**config.mk**
```make
export PLATFORM = sky130hd
export DESIGN_NAME = dtc_timer_counter
export DESIGN_NICKNAME = d
export VERILOG_FILES = /design/src/rtl/dtc_pkg.sv /design/src/rtl/dtc_timer_counter.sv
export SDC_FILE = /design/constraint.sdc
export NUM_CORES = 1
export LEC_CHECK = 0
export BUFFER_PORTS_ARGS = -buffer_cell sky130_fd_sc_hd__buf_2
export CORE_ASPECT_RATIO = 1.2
export CORE_MARGIN = 2
export CORE_UTILIZATION = 59
export DETAILED_ROUTE_END_ITERATION = 12
export GPL_TIMING_DRIVEN = 0
export PLACE_DENSITY = 0.86
export SYNTH_ARGS = -nofsm -noshare
export SYNTH_HDL_FRONTEND = slang
export SYNTH_SLANG_ARGS = --single-unit
```
**constraint.sdc**
```tcl
create_clock -name REF_CLK -period 2.4 [get_ports REF_CLK]
set_input_delay 0.12 -clock REF_CLK [delete_from_list [all_inputs] [get_ports REF_CLK]]
set_output_delay 0.12 -clock REF_CLK [all_outputs]
set_load 0.005 [all_outputs]
```
**src/rtl/dtc_pkg.sv**
```systemverilog
// Package for the dual timer/counter: register map, field positions, modes
package dtc_pkg;

	// =====================================================
	// Register addresses on the special function register bus
	localparam logic [7:0] ADDR_TIMER_CONTROL = 8'h88;
	localparam logic [7:0] ADDR_TIMER_MODE_CONFIG = 8'h89;
	localparam logic [7:0] ADDR_TIMER0_COUNT_LOW = 8'h8A;
	localparam logic [7:0] ADDR_TIMER1_COUNT_LOW = 8'h8B;
	localparam logic [7:0] ADDR_TIMER0_COUNT_HIGH = 8'h8C;
	localparam logic [7:0] ADDR_TIMER1_COUNT_HIGH = 8'h8D;

	// =====================================================
	// Control register bit positions
	localparam int CTL_T1_OVF = 7;
	localparam int CTL_T1_RUN = 6;
	localparam int CTL_T0_OVF = 5;
	localparam int CTL_T0_RUN = 4;
	localparam int CTL_IRQ1_EDGE = 3;
	localparam int CTL_IRQ1_TYPE = 2;
	localparam int CTL_IRQ0_EDGE = 1;
	localparam int CTL_IRQ0_TYPE = 0;

	// =====================================================
	// Mode register field positions
	localparam int MOD_T1_GATE = 7;
	localparam int MOD_T1_SRC = 6;
	localparam int MOD_T1_MODE_HI = 5;
	localparam int MOD_T1_MODE_LO = 4;
	localparam int MOD_T0_GATE = 3;
	localparam int MOD_T0_SRC = 2;
	localparam int MOD_T0_MODE_HI = 1;
	localparam int MOD_T0_MODE_LO = 0;

	// =====================================================
	// Reset values and timing
	localparam logic [7:0] RST_BYTE = 8'h00;
	localparam int TICK_DIV = 12;
	localparam logic [3:0] TICK_LAST = 4'(TICK_DIV - 1);

	typedef enum logic [1:0] {
		DTC_MODE_13BIT = 2'h0,
		DTC_MODE_16BIT = 2'h1,
		DTC_MODE_RELOAD = 2'h2,
		DTC_MODE_SPLIT = 2'h3
	} dtc_mode_t;

	// Register bus request from the core
	typedef struct packed {
		logic wr;
		logic rd;
		logic [7:0] addr;
		logic [7:0] wdata;
	} dtc_sfr_req_t;

	// Per-timer control derived from the mode and control registers
	typedef struct packed {
		logic gate;
		logic src;
		dtc_mode_t mode;
		logic run;
	} dtc_tcfg_t;

endpackage

```
**src/rtl/dtc_timer_counter.sv**
```systemverilog
// Two 16-bit timer/counters with external interrupt edge and level control
`timescale 1ns/1ps
module dtc_timer_counter (
	input wire logic REF_CLK,
	input wire logic RST_B,
	input wire dtc_pkg::dtc_sfr_req_t SFR_REQ,
	output logic [7:0] SFR_RDATA,
	output logic SFR_HIT,
	input wire logic TIMER0_EVENT_PIN,
	input wire logic TIMER1_EVENT_PIN,
	input wire logic EXT_IRQ0_PIN,
	input wire logic EXT_IRQ1_PIN,
	input wire logic TIMER0_IRQ_ACK,
	input wire logic TIMER1_IRQ_ACK,
	input wire logic EXT_IRQ0_ACK,
	input wire logic EXT_IRQ1_ACK,
	output logic TIMER0_IRQ,
	output logic TIMER1_IRQ,
	output logic EXT_IRQ0_REQ,
	output logic EXT_IRQ1_REQ,
	output logic SERIAL_PORT0_BAUD_TICK
);
	import dtc_pkg::*;

	// =====================================================
	// Registers
	logic [7:0] timer_control_q;
	logic [7:0] timer_mode_config_q;
	logic [7:0] count_low_q [2];
	logic [7:0] count_high_q [2];
	logic [3:0] tick_cnt_q;
	logic tick;
	logic [3:0] pin_meta_q;
	logic [3:0] pin_sync_q;
	logic [3:0] pin_prev_q;
	logic [3:0] pin_fall;
	logic [1:0] low_inc;
	logic [1:0] high_inc;
	logic [1:0] ovf;
	logic [1:0] wr_low;
	logic [1:0] wr_high;
	logic wr_ctl;
	logic wr_mod;
	logic [7:0] ctl_d;
	dtc_tcfg_t cfg [2];

	assign wr_ctl = SFR_REQ.wr && (SFR_REQ.addr == ADDR_TIMER_CONTROL);
	assign wr_mod = SFR_REQ.wr && (SFR_REQ.addr == ADDR_TIMER_MODE_CONFIG);
	assign wr_low[0] = SFR_REQ.wr && (SFR_REQ.addr == ADDR_TIMER0_COUNT_LOW);
	assign wr_low[1] = SFR_REQ.wr && (SFR_REQ.addr == ADDR_TIMER1_COUNT_LOW);
	assign wr_high[0] = SFR_REQ.wr && (SFR_REQ.addr == ADDR_TIMER0_COUNT_HIGH);
	assign wr_high[1] = SFR_REQ.wr && (SFR_REQ.addr == ADDR_TIMER1_COUNT_HIGH);

	// =====================================================
	// Prescaler: one tick every twelve clocks
	always_ff @(posedge REF_CLK) begin
		if (!RST_B) begin
			tick_cnt_q <= 4'h0;
		end else if (tick_cnt_q == TICK_LAST) begin
			tick_cnt_q <= 4'h0;
		end else begin
			tick_cnt_q <= tick_cnt_q + 4'h1;
		end
	end
	assign tick = (tick_cnt_q == TICK_LAST);

	// =====================================================
	// Pin synchronisers: bit0/1 event pins, bit2/3 irq pins
	always_ff @(posedge REF_CLK) begin
		if (!RST_B) begin
			pin_meta_q <= 4'hF;
			pin_sync_q <= 4'hF;
			pin_prev_q <= 4'hF;
		end else begin
			pin_meta_q <= {EXT_IRQ1_PIN, EXT_IRQ0_PIN, TIMER1_EVENT_PIN, TIMER0_EVENT_PIN};
			pin_sync_q <= pin_meta_q;
			pin_prev_q <= pin_sync_q;
		end
	end
	assign pin_fall = pin_prev_q & ~pin_sync_q;

	// =====================================================
	// Per-timer configuration and counting
	assign cfg[0] = '{gate: timer_mode_config_q[MOD_T0_GATE],
		src: timer_mode_config_q[MOD_T0_SRC],
		mode: dtc_mode_t'(timer_mode_config_q[MOD_T0_MODE_HI:MOD_T0_MODE_LO]),
		run: timer_control_q[CTL_T0_RUN]};
	assign cfg[1] = '{gate: timer_mode_config_q[MOD_T1_GATE],
		src: timer_mode_config_q[MOD_T1_SRC],
		mode: dtc_mode_t'(timer_mode_config_q[MOD_T1_MODE_HI:MOD_T1_MODE_LO]),
		run: timer_control_q[CTL_T1_RUN]};

	genvar gi;
	generate
		for (gi = 0; gi < 2; gi++) begin : g_tmr
			logic enable;
			logic event_in;
			logic low_full;
			logic [7:0] low_d;
			logic [7:0] high_d;
			logic hi_ovf;
			// Gate: run bit and, when gated, the matching irq pin high
			assign enable = cfg[gi].run && (!cfg[gi].gate || pin_sync_q[2 + gi]);
			assign event_in = cfg[gi].src ? pin_fall[gi] : tick;
			assign low_inc[gi] = enable && event_in && !(gi == 1 && cfg[1].mode == DTC_MODE_SPLIT);
			assign low_full = (cfg[gi].mode == DTC_MODE_13BIT) ? (count_low_q[gi][4:0] == 5'h1F)
				: (count_low_q[gi] == 8'hFF);

			always_comb begin
				low_d = count_low_q[gi];
				high_d = count_high_q[gi];
				hi_ovf = 1'b0;
				if (low_inc[gi]) begin
					unique case (cfg[gi].mode)
						DTC_MODE_13BIT: begin
							low_d = {3'h0, count_low_q[gi][4:0] + 5'h01};
							if (low_full) begin
								high_d = count_high_q[gi] + 8'h01;
								hi_ovf = (count_high_q[gi] == 8'hFF);
							end
						end
						DTC_MODE_16BIT: begin
							low_d = count_low_q[gi] + 8'h01;
							if (low_full) begin
								high_d = count_high_q[gi] + 8'h01;
								hi_ovf = (count_high_q[gi] == 8'hFF);
							end
						end
						DTC_MODE_RELOAD: begin
							low_d = low_full ? count_high_q[gi] : count_low_q[gi] + 8'h01;
							hi_ovf = low_full;
						end
						DTC_MODE_SPLIT: begin
							low_d = count_low_q[gi] + 8'h01;
							hi_ovf = low_full;
						end
					endcase
				end
				// Split mode: timer 0 high byte runs on tick under timer 1 run bit
				if (gi == 0 && high_inc[0]) begin
					high_d = count_high_q[0] + 8'h01;
				end
			end

			always_ff @(posedge REF_CLK) begin
				if (!RST_B) begin
					count_low_q[gi] <= RST_BYTE;
					count_high_q[gi] <= RST_BYTE;
				end else begin
					count_low_q[gi] <= wr_low[gi] ? SFR_REQ.wdata : low_d;
					count_high_q[gi] <= wr_high[gi] ? SFR_REQ.wdata : high_d;
				end
			end
			assign ovf[gi] = hi_ovf;
		end
	endgenerate

	// Timer 0 split high byte: clock ticks, started by timer 1 run bit
	assign high_inc[0] = (cfg[0].mode == DTC_MODE_SPLIT) && cfg[1].run && tick;
	assign high_inc[1] = 1'b0;

	// Overflow sources; in split mode the timer 1 flag comes from timer 0 high byte
	logic t0_ovf_evt;
	logic t1_ovf_evt;
	assign t0_ovf_evt = ovf[0];
	assign t1_ovf_evt = (cfg[0].mode == DTC_MODE_SPLIT)
		? (high_inc[0] && count_high_q[0] == 8'hFF) : ovf[1];

	// =====================================================
	// Control register: software write, acks clear, hardware set wins
	logic irq0_set;
	logic irq1_set;
	assign irq0_set = pin_fall[2];
	assign irq1_set = pin_fall[3];

	always_comb begin
		ctl_d = timer_control_q;
		if (wr_ctl) begin
			ctl_d = SFR_REQ.wdata;
		end
		if (TIMER0_IRQ_ACK) begin
			ctl_d[CTL_T0_OVF] = 1'b0;
		end
		if (TIMER1_IRQ_ACK) begin
			ctl_d[CTL_T1_OVF] = 1'b0;
		end
		if (EXT_IRQ0_ACK) begin
			ctl_d[CTL_IRQ0_EDGE] = 1'b0;
		end
		if (EXT_IRQ1_ACK) begin
			ctl_d[CTL_IRQ1_EDGE] = 1'b0;
		end
		if (t0_ovf_evt) begin
			ctl_d[CTL_T0_OVF] = 1'b1;
		end
		if (t1_ovf_evt) begin
			ctl_d[CTL_T1_OVF] = 1'b1;
		end
		if (irq0_set) begin
			ctl_d[CTL_IRQ0_EDGE] = 1'b1;
		end
		if (irq1_set) begin
			ctl_d[CTL_IRQ1_EDGE] = 1'b1;
		end
	end

	always_ff @(posedge REF_CLK) begin
		if (!RST_B) begin
			timer_control_q <= RST_BYTE;
		end else begin
			timer_control_q <= ctl_d;
		end
	end

	always_ff @(posedge REF_CLK) begin
		if (!RST_B) begin
			timer_mode_config_q <= RST_BYTE;
		end else if (wr_mod) begin
			timer_mode_config_q <= SFR_REQ.wdata;
		end
	end

	// =====================================================
	// Interrupt requests and baud source
	assign TIMER0_IRQ = timer_control_q[CTL_T0_OVF];
	assign TIMER1_IRQ = timer_control_q[CTL_T1_OVF];
	assign EXT_IRQ0_REQ = timer_control_q[CTL_IRQ0_TYPE]
		? timer_control_q[CTL_IRQ0_EDGE] : !pin_sync_q[2];
	assign EXT_IRQ1_REQ = timer_control_q[CTL_IRQ1_TYPE]
		? timer_control_q[CTL_IRQ1_EDGE] : !pin_sync_q[3];

	always_ff @(posedge REF_CLK) begin
		if (!RST_B) begin
			SERIAL_PORT0_BAUD_TICK <= 1'b0;
		end else begin
			SERIAL_PORT0_BAUD_TICK <= ovf[1];
		end
	end

	// =====================================================
	// Register read: data registered one cycle after the read strobe
	always_ff @(posedge REF_CLK) begin
		if (!RST_B) begin
			SFR_RDATA <= RST_BYTE;
			SFR_HIT <= 1'b0;
		end else begin
			SFR_HIT <= 1'b0;
			SFR_RDATA <= RST_BYTE;
			if (SFR_REQ.rd) begin
				SFR_HIT <= 1'b1;
				unique case (SFR_REQ.addr)
					ADDR_TIMER_CONTROL: SFR_RDATA <= timer_control_q;
					ADDR_TIMER_MODE_CONFIG: SFR_RDATA <= timer_mode_config_q;
					ADDR_TIMER0_COUNT_LOW: SFR_RDATA <= count_low_q[0];
					ADDR_TIMER1_COUNT_LOW: SFR_RDATA <= count_low_q[1];
					ADDR_TIMER0_COUNT_HIGH: SFR_RDATA <= count_high_q[0];
					ADDR_TIMER1_COUNT_HIGH: SFR_RDATA <= count_high_q[1];
					default: SFR_HIT <= 1'b0;
				endcase
			end
		end
	end

endmodule

```
==> run metrics <==
cells after synthesis=roughly 480; CTS Buffer Depth=2; Routed Antenna Nets=0; yosys synthesis warning count=0; WP data arrival=2.52 ns; DR iter-0 viols=356; pwr dens=about 540 nW/um^2; outcome=finished clean; post-synthesis adder-cell area fraction=0.0148; sw frac=0.235; Port Buffers=40; DP Area=between 4000 and 5000 sq um; Clock Skews=0.00890 ns; Seq pwr share=0.481; CP Launch Type=register; Tmin final=2.22 ns; Die ar.=7840 sq um; unrepaired setup endpoints after global routing=false; antenna cells=0; Worst-path clk slew=0.08 ns; VDD IR-drop max=474 uV; pre-CTS setup slack=roughly 0.27 ns; number of buffers created by CTS=9; worst setup path class=register to register; flop2flop setup slack=0.18 ns; Reg2Reg Capture Point=count_high_q[1][6]; slowest stage cell, crit path=a2111oi_4; Die Span X=81.2 um; combinational share of power=0.067; RR Startpoint=count_low_q[1][0]; Hold Crit Class=input port to register; H-tree depth=3; initial antenna violation count=0; Crit. path cell count=6; post-synthesis instance area=between 4000 and 5000 sq um; Syn Nets=511; multiplexer share of the synthesized area=0.0995; final instance area=around 4800 sq um; largest family of logic cells by synthesized area=simple AND/OR/NAND/NOR gates; gpl congestion=1.00; Tightest Pin Transition=0.803 ns; total gr overflow=0; total power=2.61 mW; Final nets=568; Hold Path Origin=TIMER0_IRQ_ACK; part of the power in the clock network=0.452; Hold Path End=timer_control_q[5]; Main synth FF type=dfxtp_1; share of cells above drive strength 1=0.189; die height=roughly 97 um; commonest non-fill, non-tap cell in the layout=dfxtp_1; Final period util=0.925; WL final=12.6 mm; CP Cell Sequence=ha_1 > nand4_4 > a2111oi_4 > nand4_1 > xor2_1 > a21oi_1; DR pass1 iterations=5; clock root cell=clkbuf_8; clock latency on the worst-skew pair=0.36 ns; Synth Area in XOR/XNOR=0.0249; crit-path max FO=7; final hold violation count=0; dpl hpwl=9.14 mm; CP top delay family=compound AO/OA/AOI/OAI gates; DR vias=4170; sequential share of the synthesized area=0.352; fin. max-slew vios=0; P_leak=1.84 nW; Post-synth EDFFs=0; highest-count cells in the layout ignoring fill and taps=dfxtp_1 (74), buf_2 (46), nor2_1 (41); CP required=about 2.7 ns; Worst R2R Path Depth=6; first-pass GRT wire length=19.7 mm; Vias/cell=6.66; hold path cells=3; Max Fclk=450 MHz; row cnt=33; Bufs and invs on worst path=0; Clock Sinks=74; crit end category=register; Psw=0.613 mW; DR WL/cell=a little over 20 um; syn_area_per_cell=8.82 sq um; P&R area growth vs syn=14.5%; share of synthesized flip-flops with an asynchronous set or reset=0; Compound-Gate Fraction of Synth Area=0.213; flops & latches, synth=74; Placeable Area=~6900 sq um; starting density of the core=0.611; Max-cap violations=0; vias in the first global route=roughly 3800; global-route usage over all layers=0.342; Setup WS post-layout=between 0.15 and 0.2 ns; Max-slew headroom=0.462; crit-path max cell delay=just over 0.6 ns; DRC errors left=0; # IOs=42; final setup violation count=0; Int Pwr=2.00 mW; post-synthesis cell type count=77; CTS tree=built; largest net degree at the start of global routing=14; setup TNS=0 ns; Synth Area in Simple Gates=0.246; post-CTS setup buffers=0
cells in the mapped netlist, types with 3 or more instances:
master    instances  share of area
nand2b_1         15          0.022
xor2_1           10          0.021
inv_1            15          0.013
and4_1            3         0.0062
buf_6             3         0.0080
o32ai_1           5          0.010
a21oi_1          32          0.038
a211oi_2          3         0.0089
nor3_1            7         0.0083
mux2i_1          28          0.067
nor2b_1           4         0.0059
a31oi_1           7          0.010
o21ai_1           8         0.0095
o21ai_0          19          0.023
nor4_1            4         0.0059
a22oi_1           4         0.0071
mux2_2            7          0.019
a211oi_1         11          0.020
nand3b_1          4         0.0071
ha_1              5          0.015
and3_1            7          0.010
o221ai_1          3         0.0062
a221oi_1          5          0.010
nand3_1          27          0.032
buf_2             6         0.0071
nand2_1          24          0.021
dfxtp_1          74           0.35
clkbuf_1         10         0.0089
o22ai_1           5         0.0074
o211ai_1          3         0.0053
nand4_1          15          0.022
or3_1             6         0.0089
nor2_1           41          0.037
flip-flops by register name (all words and copies together), names as in the netlist:
register / flops
timer_control_q: 8
SFR_HIT: 1
count_high_q: 16
tick_cnt_q: 4
pin_meta_q: 4
timer_mode_config_q: 8
pin_prev_q: 4
SFR_RDATA: 8
SERIAL_PORT0_BAUD_TICK: 1
count_low_q: 16
pin_sync_q: 4
layer usage:
metal | global-route usage | wire length, um | vias up | share of wire
li1 | - | - | 1922 | -
met1 | 0.435 | 4970 | 1930 | 0.39
met2 | 0.555 | 5870 | 272 | 0.47
met3 | 0.0576 | 1190 | 46 | 0.094
met4 | 0.177 | 590 | 0 | 0.047
met5 | 0 | 0 | - | 0
what timing repair did:
action	CTS	global route
gates resized for setup	0	1
setup endpoints to repair	0	1
hold buffers	6	0
endpoints found under the hold margin	6	0
per-stage QoR:
stage                     cells  hold slack [ns]  utilization
final                       626           0.0580        0.700
after floorplan             478            0.221            -
after global placement      605            0.301        0.656
after CTS                   626           0.0324        0.699
after global routing        626           0.0698        0.700
after detailed placement    605            0.304        0.656
cells by family (layout without fill, tap and decap cells):
logic type	after synthesis	after routing
mux	39	39
simple gates	179	179
flops	74	74
xor+xnor	12	12
buf+inv	41	102
compound gates	128	128
fa+ha+maj	5	5
worst min-delay path: stages:
cell and delay [ns]:
buf_2 0.08, or3b_1 0.09, a31oi_1 0.07
final cells by class:
type	instances	area, sq um
multi-input combinational	363	2520
fill	548	2070
sequential	74	1480
timing repair buffer	46	260
buffer	25	151
clock buffer	9	124
clock inverter	6	115
tap	87	109
inverter	16	60.1
worst max path at each step:
stage | to | startpoint
2_1_floorplan | count_low_q[1][3] | count_low_q[1][0]
6_report | count_high_q[1][6] | count_low_q[1][0]
3_5_place_dp | count_low_q[1][3] | count_low_q[1][0]
5_1_grt | count_low_q[0][2] | tick_cnt_q[0]
4_1_cts | count_low_q[0][2] | tick_cnt_q[0]
3_3_place_gp | count_low_q[1][3] | count_low_q[1][0]
power by group through the flow:
stage | combinational, mW | sequential (mW) | clock (mW)
final | 0.176 | 1.26 | 1.18
after global routing | 0.187 | 1.26 | 1.24
after CTS | 0.171 | 1.26 | 1.19
after detailed placement | 0.163 | 1.28 | 0
after global placement | 0.160 | 1.28 | 0
after floorplan | 0.0903 | 1.28 | 0
Power figures use the tool's default switching activity.
